--- config.mk ---
export PLATFORM = sky130hd
export DESIGN_NAME = pmx_port_ab_mux
export DESIGN_NICKNAME = d
export VERILOG_FILES = /design/src/shared/pmx_pkg.sv /design/src/pmx_port_ab_mux.sv
export SDC_FILE = /design/constraint.sdc
export NUM_CORES = 1
export LEC_CHECK = 0
export BUFFER_PORTS_ARGS = -buffer_cell sky130_fd_sc_hd__buf_2
export CORE_MARGIN = 1
export CORE_UTILIZATION = 45
export CTS_CLUSTER_SIZE = 40
export DETAILED_ROUTE_END_ITERATION = 6
export GPL_TIMING_DRIVEN = 0
export PLACE_DENSITY = 0.71
export SYNTH_ARGS = -nofsm -noshare
export SYNTH_HDL_FRONTEND = slang
export SYNTH_SLANG_ARGS = --single-unit
--- constraint.sdc ---
create_clock -name clock -period 2.4 [get_ports clock]
set_input_delay 0.48 -clock clock [delete_from_list [all_inputs] [get_ports clock]]
set_output_delay 0.48 -clock clock [all_outputs]
set_load 0.01 [all_outputs]
--- src/shared/pmx_pkg.sv ---
// constants for the port a/b alternate function mux
//
// Overview of operation
// - pa7..pa4 carry front plane lines 3..0 when display owns them.
// - pa3..pa0 carry back plane lines 3..0 when display owns them.
// - display on forces pa7..pa4 pull-up, driver, input off; pad to analog line.
// - pa3..pa1 override gated by display on and mux select; pa0 by display alone.
// - pb7..pb4 carry timer compare outputs, only with direction bit set.
// - the same pins carry timer pwm waveforms in pwm modes.
// - pb7..pb0 feed pin change sources 15..8.
// - spi master forces pb3 to input, feeding master receive.
// - spi slave leaves pb3 direction to its direction bit.
// - spi slave forces pb2 to input, feeding slave receive.
// - spi master leaves pb2 direction to its direction bit.
// - spi slave forces pb1 to input as incoming serial clock.
// - spi master leaves pb1 direction to its direction bit.
// - forced spi inputs keep pull-up under port output bit control.
// - pb0 is slave select input or pin change source 8.
// - pull-up follows override value, else on when dir,port,disable is 0,1,0.
// - driver follows override value when enabled, else direction bit.
// - input enable follows override value when enabled, else inverse of sleep state.
package pmx_pkg;
  localparam int          PORT_W        = 8;
  localparam int          FRONT_LO      = 4;
  localparam int          NLINES        = 4;
  localparam logic [2:0]  PU_NORMAL     = 3'h2;
  localparam logic [7:0]  PB_SPI_MASK   = 8'h0E;
  localparam logic [7:0]  PB_TIMER_MASK = 8'hF0;
  localparam logic [7:0]  PB_RESET      = 8'h00;
  localparam int          BIT_SS        = 0;
  localparam int          BIT_SCK       = 1;
  localparam int          BIT_MOSI      = 2;
  localparam int          BIT_MISO      = 3;
endpackage

--- src/pmx_port_ab_mux.sv ---
// pad override mux for ports a and b
`timescale 1ns/1ps
`default_nettype none
module pmx_port_ab_mux #(
  parameter int W = pmx_pkg::PORT_W
) (
  // clock and reset
  input  wire logic         clock,
  input  wire logic         rst_n,
  input  wire logic         clk_en,
  // port registers and globals
  input  wire logic [W-1:0] porta_dir,
  input  wire logic [W-1:0] porta_out,
  input  wire logic [W-1:0] portb_dir,
  input  wire logic [W-1:0] portb_out,
  input  wire logic         global_pullup_disable,
  input  wire logic         sleep_clamp,
  // display controller
  input  wire logic         display_drive_on,
  input  wire logic [3:1]   display_mux_select,
  // timers
  input  wire logic [3:0]   timer_out_enable,
  input  wire logic         timer2_compare_a_out,
  input  wire logic         timer1_compare_b_out,
  input  wire logic         timer1_compare_a_out,
  input  wire logic         timer0_compare_a_out,
  // spi unit
  input  wire logic         spi_enable,
  input  wire logic         spi_master,
  input  wire logic         spi_slave_data_out,
  input  wire logic         spi_master_data_out,
  input  wire logic         spi_clock_out,
  output logic              spi_master_data_in,
  output logic              spi_slave_data_in,
  output logic              spi_clock_in,
  output logic              spi_slave_select_n,
  // pin change logic
  input  wire logic [W-1:0] pin_change_enable,
  output logic [W-1:0]      pin_change_src,
  // pads of port a
  input  wire logic [W-1:0] porta_pad_in,
  output logic [W-1:0]      porta_pad_out,
  output logic [W-1:0]      porta_pad_oe,
  output logic [W-1:0]      porta_pullup,
  output logic [W-1:0]      porta_input_en,
  output logic [3:0]        front_plane_line,
  output logic [3:0]        back_plane_line,
  // pads of port b
  input  wire logic [W-1:0] portb_pad_in,
  output logic [W-1:0]      portb_pad_out,
  output logic [W-1:0]      portb_pad_oe,
  output logic [W-1:0]      portb_pullup,
  output logic [W-1:0]      portb_input_en
);

  // generic per-pin override resolution
  function automatic logic [3:0] pmx_resolve(
    input logic dir, input logic port, input logic pu_dis, input logic slp,
    input logic pu_ovr_en, input logic pu_ovr_val, input logic dd_ovr_en,
    input logic dd_ovr_val, input logic pv_ovr_en, input logic pv_ovr_val,
    input logic ie_ovr_en, input logic ie_ovr_val);
    logic pu;
    logic oe;
    logic val;
    logic ie;
    pu  = pu_ovr_en ? pu_ovr_val : ({dir, port, pu_dis} == pmx_pkg::PU_NORMAL);
    oe  = dd_ovr_en ? dd_ovr_val : dir;
    val = pv_ovr_en ? pv_ovr_val : port;
    ie  = ie_ovr_en ? ie_ovr_val : !slp;
    return {pu, oe, val, ie};
  endfunction

  // two-stage synchronisers for pad inputs
  logic [W-1:0] pa_s1_ff, pa_s2_ff, pb_s1_ff, pb_s2_ff;
  logic [W-1:0] nxt_pa_s1, nxt_pa_s2, nxt_pb_s1, nxt_pb_s2;
  logic [W-1:0] pa_out_ff, pa_oe_ff, pa_pu_ff, pa_ie_ff;
  logic [W-1:0] pb_out_ff, pb_oe_ff, pb_pu_ff, pb_ie_ff;
  logic [W-1:0] nxt_pa_out, nxt_pa_oe, nxt_pa_pu, nxt_pa_ie;
  logic [W-1:0] nxt_pb_out, nxt_pb_oe, nxt_pb_pu, nxt_pb_ie;
  logic [W-1:0] pcs_ff, nxt_pcs;
  logic [3:0]   fp_ff, bp_ff, nxt_fp, nxt_bp;
  logic [3:0]   sp_ff, nxt_sp;

  always_comb begin
    logic [3:0] r;
    logic       own;
    logic       ms;
    logic       sl;
    logic [3:0] tv;
    logic [3:0] msel4;
    r   = 4'h0;
    msel4 = {display_mux_select, 1'b1};
    own = 1'b0;
    ms  = spi_enable & spi_master;
    sl  = spi_enable & !spi_master;
    tv  = {timer2_compare_a_out, timer1_compare_b_out,
           timer1_compare_a_out, timer0_compare_a_out};
    nxt_pa_s1 = porta_pad_in;
    nxt_pa_s2 = pa_s1_ff;
    nxt_pb_s1 = portb_pad_in;
    nxt_pb_s2 = pb_s1_ff;
    nxt_pa_out = '0;
    nxt_pa_oe  = '0;
    nxt_pa_pu  = '0;
    nxt_pa_ie  = '0;
    nxt_pb_out = '0;
    nxt_pb_oe  = '0;
    nxt_pb_pu  = '0;
    nxt_pb_ie  = '0;
    for (int i = 0; i < W; i++) begin
      // port a: display ownership
      if (i >= pmx_pkg::FRONT_LO) begin
        own = display_drive_on;
      end else if (i == 0) begin
        own = display_drive_on;
      end else begin
        own = display_drive_on & msel4[i[1:0]];
      end
      r = pmx_resolve(porta_dir[i], porta_out[i], global_pullup_disable, sleep_clamp,
                      own, 1'b0, own, 1'b0, 1'b0, 1'b0, own, 1'b0);
      {nxt_pa_pu[i], nxt_pa_oe[i], nxt_pa_out[i], nxt_pa_ie[i]} = r;
      // port b: timers, spi, pin change
      if (pmx_pkg::PB_TIMER_MASK[i]) begin
        own = timer_out_enable[i[1:0]];
        r = pmx_resolve(portb_dir[i], portb_out[i], global_pullup_disable, sleep_clamp,
                        1'b0, 1'b0, 1'b0, 1'b0, own, tv[i[1:0]],
                        pin_change_enable[i], 1'b1);
      end else begin
        // forced inputs: master on pb3, slave on pb2/pb1/pb0
        own = (i == pmx_pkg::BIT_MISO) ? ms : sl;
        r = pmx_resolve(portb_dir[i], portb_out[i], global_pullup_disable, sleep_clamp,
                        own, portb_out[i] & !global_pullup_disable,
                        own, 1'b0, 1'b0, 1'b0, pin_change_enable[i], 1'b1);
        // driven pins follow direction bit
        if (i == pmx_pkg::BIT_MISO && sl) r[1] = spi_slave_data_out;
        if (i == pmx_pkg::BIT_MOSI && ms) r[1] = spi_master_data_out;
        if (i == pmx_pkg::BIT_SCK && ms) r[1] = spi_clock_out;
      end
      {nxt_pb_pu[i], nxt_pb_oe[i], nxt_pb_out[i], nxt_pb_ie[i]} = r;
    end
    nxt_pcs = pb_s2_ff;
    nxt_fp  = pa_s2_ff[7:4];
    nxt_bp  = pa_s2_ff[3:0];
    nxt_sp  = {pb_s2_ff[pmx_pkg::BIT_MISO], pb_s2_ff[pmx_pkg::BIT_MOSI],
               pb_s2_ff[pmx_pkg::BIT_SCK], pb_s2_ff[pmx_pkg::BIT_SS]};
  end

  always_ff @(posedge clock or negedge rst_n) begin
    if (!rst_n) begin
      pa_s1_ff  <= pmx_pkg::PB_RESET;
      pa_s2_ff  <= pmx_pkg::PB_RESET;
      pb_s1_ff  <= pmx_pkg::PB_RESET;
      pb_s2_ff  <= pmx_pkg::PB_RESET;
      pa_out_ff <= pmx_pkg::PB_RESET;
      pa_oe_ff  <= pmx_pkg::PB_RESET;
      pa_pu_ff  <= pmx_pkg::PB_RESET;
      pa_ie_ff  <= pmx_pkg::PB_RESET;
      pb_out_ff <= pmx_pkg::PB_RESET;
      pb_oe_ff  <= pmx_pkg::PB_RESET;
      pb_pu_ff  <= pmx_pkg::PB_RESET;
      pb_ie_ff  <= pmx_pkg::PB_RESET;
      pcs_ff    <= pmx_pkg::PB_RESET;
      fp_ff     <= 4'h0;
      bp_ff     <= 4'h0;
      sp_ff     <= 4'hF;
    end else if (clk_en) begin
      pa_s1_ff  <= nxt_pa_s1;
      pa_s2_ff  <= nxt_pa_s2;
      pb_s1_ff  <= nxt_pb_s1;
      pb_s2_ff  <= nxt_pb_s2;
      pa_out_ff <= nxt_pa_out;
      pa_oe_ff  <= nxt_pa_oe;
      pa_pu_ff  <= nxt_pa_pu;
      pa_ie_ff  <= nxt_pa_ie;
      pb_out_ff <= nxt_pb_out;
      pb_oe_ff  <= nxt_pb_oe;
      pb_pu_ff  <= nxt_pb_pu;
      pb_ie_ff  <= nxt_pb_ie;
      pcs_ff    <= nxt_pcs;
      fp_ff     <= nxt_fp;
      bp_ff     <= nxt_bp;
      sp_ff     <= nxt_sp;
    end
  end

  assign porta_pad_out      = pa_out_ff;
  assign porta_pad_oe       = pa_oe_ff;
  assign porta_pullup       = pa_pu_ff;
  assign porta_input_en     = pa_ie_ff;
  assign portb_pad_out      = pb_out_ff;
  assign portb_pad_oe       = pb_oe_ff;
  assign portb_pullup       = pb_pu_ff;
  assign portb_input_en     = pb_ie_ff;
  assign pin_change_src     = pcs_ff;
  assign front_plane_line   = fp_ff;
  assign back_plane_line    = bp_ff;
  assign spi_master_data_in = sp_ff[3];
  assign spi_slave_data_in  = sp_ff[2];
  assign spi_clock_in       = sp_ff[1];
  assign spi_slave_select_n = sp_ff[0];

  a_front_pins_off: assert property (@(posedge clock) disable iff (!rst_n)
    (clk_en && display_drive_on) |=> (porta_pad_oe[7:4] == 4'h0 && porta_pullup[7:4] == 4'h0
      && porta_input_en[7:4] == 4'h0))
    else $error("segment pins not released while display on");
  a_plane0_off: assert property (@(posedge clock) disable iff (!rst_n)
    (clk_en && display_drive_on) |=> !porta_pad_oe[0] && !porta_input_en[0])
    else $error("common 0 pin not released while display on");
  a_plane_mux_gate: assert property (@(posedge clock) disable iff (!rst_n)
    (clk_en && !display_drive_on) |=> porta_pad_oe == $past(porta_dir))
    else $error("port a driver overridden without display");
  a_miso_input: assert property (@(posedge clock) disable iff (!rst_n)
    (clk_en && spi_enable && spi_master) |=> !portb_pad_oe[3])
    else $error("miso driven in master mode");
  a_mosi_input: assert property (@(posedge clock) disable iff (!rst_n)
    (clk_en && spi_enable && !spi_master) |=> !portb_pad_oe[2] && !portb_pad_oe[1])
    else $error("mosi or sck driven in slave mode");
  a_miso_slave_dir: assert property (@(posedge clock) disable iff (!rst_n)
    (clk_en && spi_enable && !spi_master) |=> portb_pad_oe[3] == $past(portb_dir[3]))
    else $error("miso direction not from direction bit");
  a_timer_out: assert property (@(posedge clock) disable iff (!rst_n)
    (clk_en && timer_out_enable[3]) |=> portb_pad_out[7] == $past(timer2_compare_a_out))
    else $error("timer2 output not on pb7");
  a_pin_change: assert property (@(posedge clock) disable iff (!rst_n)
    (clk_en && $past(clk_en) && $past(clk_en, 2) && $past(clk_en, 3)) |->
      pin_change_src == $past(portb_pad_in, 3))
    else $error("pin change source mismatch");
  a_forced_pullup: assert property (@(posedge clock) disable iff (!rst_n)
    (clk_en && spi_enable && spi_master) |=>
      portb_pullup[3] == ($past(portb_out[3]) && !$past(global_pullup_disable)))
    else $error("forced input pull-up wrong");

endmodule
`default_nettype wire

Word level (Yosys, flattened, before mapping)
Cells that the tools add are included.
{"block": "word_totals", "romBits": 0, "mem_count": 0, "latch_bits": 0, "elab_cells": 87, "ff_bits": 113, "ram_bits": 0, "input_bits": 78, "out_inout_bits": 84}
{"block": "classes", "n_eq_ne": 16, "n_addsub": 0, "muxes": 43, "bitwise": 9, "div": 0, "shift": 0, "mul": 0, "n_reduce_logical": 3, "magnitude_cmp": 0}
{"cell": "3-bit by 2-bit equality test with 1-bit output, second input constant", "n": 16}
{"cell": "1-bit two-way mux", "n": 43}
{"cell": "1-bit bitwise AND", "n": 9}
{"cell": "1-bit logical NOT", "n": 3}

Longest topological paths before layout
{"block": "depth", "word_depth": 3, "ltp_mapped": 5, "depth_no_buf": 3}

Worst setup path before layout
No wires, ideal clock.
{"block": "synth_timing", "path_kind": "input to register", "from": "input clk_en", "to": "register bp_ff[0], in the netlist back_plane_line[0]", "t_arrival_ns": 1.129, "setup_slack_ns": 1.146, "path_buffers": 3, "setup_time_ns": 0.125, "required_time_ns": 2.275, "cell_stages": 4, "path_cell_list": "buf_6 -> buf_6 -> buf_6 -> mux2_4"}
{"item": "start: declaration", "line": "pmx_port_ab_mux.sv:10", "text": "input wire logic clk_en,"}
{"item": "end signal: assignment", "line": "pmx_port_ab_mux.sv:181", "text": "bp_ff <= nxt_bp;"}
{"item": "end: declaration", "line": "pmx_port_ab_mux.sv:81", "text": "logic [3:0] fp_ff, bp_ff, nxt_fp, nxt_bp;"}
No word-level cell between the ends.

==> results.toml <==
[run_status]
status = "finished, final reports clean"

[routing]
ant_nets = 0
remaining_drc_errors = 0
num_vias = 3267
drtPass1Iterations = 6
routedWlPerCell_um = 15.53
wl_mm = 10.31
viasPerCell = 4.920
first_iter_violations = 144

[worst_setup_path]
path_max_fanout = 6
slowest_delay_ns = 0.45
r2r_setup_slack_ns = 1.53
crit_cells = 2
arrival_ns = 1.08
crit_type = "flop to output pin"
ff2ff_path_depth = 2
r2r_end = "sp_ff[3]$_DFFE_PN1P_"
cp_slowest_cell = "dfrtp_1"
crit_path_start = "porta_input_en[0]$_DFFE_PN0P_"
path_delay_family = "flip-flops"
path_buf_inv = 2
timing.rr.start = "sp_ff[3]$_DFFE_PN1P_"
startpoint_type = "flop"
required_ns = 1.92
crit_chain = "buf_4 -> buf_2"
endpoint = "porta_input_en[7]"
worst_setup_path_end_kind = "output pin"

[die]
start_util_pct = 46.35
io_pins = 162
core_area_um2 = 9774
die-area_um2 = 10470
die-width_um = 102.3
die_height_um = 102.3
rows = 36

[pwr]
power_density_nw_per_um2 = 701.7
irDropWorstVdd_mv = 0.3826
total_power_uw = 4011
leakage_uw = 0.002857

[placed_design]
dp_cells = 649
dp_hpwl_mm = 7.591
place_ws_ns = 0.8851
gp_congestion = 0.7742
port_buffers = 160

[clock_network]
insertion_delay_ns = 0.36
numCtsBuffers = 9
cts_setup_buffers = 0
cts_sinks = 112
cts_hold_buf = 0
clk_path_buf_depth = 2
cts-resized-gates = 0
cts-root-buf = "clkbuf_8"
htreeDepth = 3
cts.clk_slew.worst_paths_ns = 0.10
cts_tree = "done"

[sta]
fin_crit_ns = 1.563
relSlewSlack_pct = 58.48
fin_crit_sh_pct = 65.11
hold_viol = 0
skew_ns = 0.004768
rsz0062_at_grt = "no"
max_freq_ghz = 0.6399
setup_ws_ns = 0.8373
setup_viol = 0
report.final.slew_viol_count = 0
worstMarginPinSlew_ns = 0.6228

[logic_synthesis]
synth_nets = 433
syn_inst = 355
synthDistinctLibCells = 23
postSynthAreaPerCell_um2 = 12.76
ys_ff_latch = 112
yosysWarningCount = 0
ys_seq_area_share_pct = 61.97
netlist_area_um2 = 4531

[layout]
n_antenna_cell = 0
nets = 605
synthToLayoutAreaGrowth_pct = 26.15
final_cells = 664
drive_gt1_share_pct = 50.66

[worst_hold_path]
min_path_type = "primary input to asynchronous set/reset pin"

[flow_run]
maxCapViolations = 0

[global_routing]
grt_pass1_wl_mm = 15.65
grt_max_degree = 66
first_global_vias = 3153
grt_util_all_layers_pct = 20.04
antenna_found_initial = 0
overflow = 0
cells in the mapped netlist, drive strengths merged:
library cell | number | area (um^2)
clkbuf | 3 | 11.26
o21ai | 27 | 135.1
a31oi | 8 | 50.05
and2 | 1 | 6.260
inv | 36 | 135.1
nand3 | 6 | 30.03
nand2 | 8 | 30.03
dfrtp | 108 | 2703
buf | 22 | 138.9
a21oi | 13 | 65.06
nand2b | 4 | 25.02
nor2 | 20 | 75.07
mux2i | 7 | 70.07
nand4 | 3 | 18.77
nand3b | 6 | 45.04
nand4b | 5 | 43.79
dfstp | 4 | 105.1
nor3b | 4 | 30.03
o22ai | 1 | 6.260
mux2 | 69 | 807.0
cell usage in the layout (no fill, tap or decap):
| cell type | n |
|---|---|
| nor2_1 | 20 |
| buf_2 | 174 |
| nand3_1 | 6 |
| nand4_1 | 3 |
| clkbuf_8 | 10 |
| buf_16 | 1 |
| a21oi_1 | 13 |
| bufinv_16 | 1 |
| clkinvlp_4 | 1 |
| dfstp_2 | 4 |
| buf_6 | 3 |
| mux2_2 | 61 |
| nand3b_1 | 6 |
| mux2_4 | 8 |
| clkinv_2 | 1 |
| nor3b_1 | 4 |
| o22ai_1 | 1 |
| inv_1 | 36 |
| clkbuf_1 | 5 |
| nand2_1 | 8 |
| nand2b_1 | 4 |
| o21ai_0 | 27 |
| nand4b_1 | 5 |
| buf_4 | 5 |
| mux2i_1 | 7 |
| and2_1 | 1 |
| a31oi_1 | 8 |
| dfrtp_1 | 108 |
metal layers:
metal	GRT usage, %	part of all wire (%)
met1	26.33	44
met2	32.58	49
met3	5.746	7.1
met4	5.495	0.63
met5	0	0
final cells by class:
class,count,area (um^2)
well taps,133,166.4
fillers,860,4059
clock inverters,3,42.54
multi-input cells,182,1438
flip-flops and latches,112,2808
inverters,36,135.1
repair buffers,161,830.8
plain buffers,25,150.1
clock buffers,12,145.1
kinds of logic (layout without fill, tap and decap cells):
logic type	Yosys count	in the layout	synth area share (%)
muxes	76	76	19.36
DFF	112	112	61.97
buffers and inverters	61	237	6.297
and+or+nand+nor	57	57	6.711
AOI/OAI and AO/OA	49	49	5.662
worst min-delay path by stage:
stage | slack (ns) | cells past startpoint | endpoint | startpoint
detailed placement | 0.46 | 2 | sp_ff[1]$_DFFE_PN1P_ | sp_ff[1]$_DFFE_PN1P_
global route | 0.17 | 1 | porta_pullup[6]$_DFFE_PN0P_ | rst_n
floorplan | 0.18 | 0 | back_plane_line[0]$_DFFE_PN0P_ | rst_n
global placement | 0.46 | 2 | sp_ff[3]$_DFFE_PN1P_ | sp_ff[3]$_DFFE_PN1P_
finish | 0.12 | 1 | porta_pullup[5]$_DFFE_PN0P_ | rst_n
CTS | 0.13 | 1 | porta_pullup[5]$_DFFE_PN0P_ | rst_n
through the flow:
step | area, um^2 | utilization (%) | setup TNS (ns) | hold WS, ns
detailed placement | 5528 | 56.55 | 0 | 0.4595
global placement | 5498 | 56.25 | -39.29 | 0.4587
floorplan | 4531 | - | 0 | 0.1844
finish | 5715 | 58.47 | 0 | 0.1240
CTS | 5715 | 58.47 | 0 | 0.1322
global route | 5715 | 58.47 | 0 | 0.1660
state kept, by name, indices dropped and copies added (netlist names):
name / cells
porta_pad_out: 8
portb_pad_oe: 8
nxt_pb_s2: 8
front_plane_line: 4
portb_pullup: 8
porta_input_en: 4
porta_pad_oe: 8
porta_pullup: 8
back_plane_line: 4
pin_change_src: 8
sp_ff: 4
portb_pad_out: 8
portb_input_en: 8
pa_s2_ff: 8
nxt_pa_s2: 8
nxt_pcs: 8
worst reg2reg max path, cell delays in order, from the launching register on:
cell	delay, ns
dfstp_2	0.55
inv_1	0.04
o21ai_0	0.19
where the power goes:
part / internal (uW) / switching [uW] / total [uW] / leakage [uW]
registers: 2100 / 108 / 2210 / 0.00134
logic: 353 / 349 / 702 / 0.00143
clock network: 506 / 589 / 1100 / 0.0000925
Note: power is estimated with default switching activity, not from simulation.
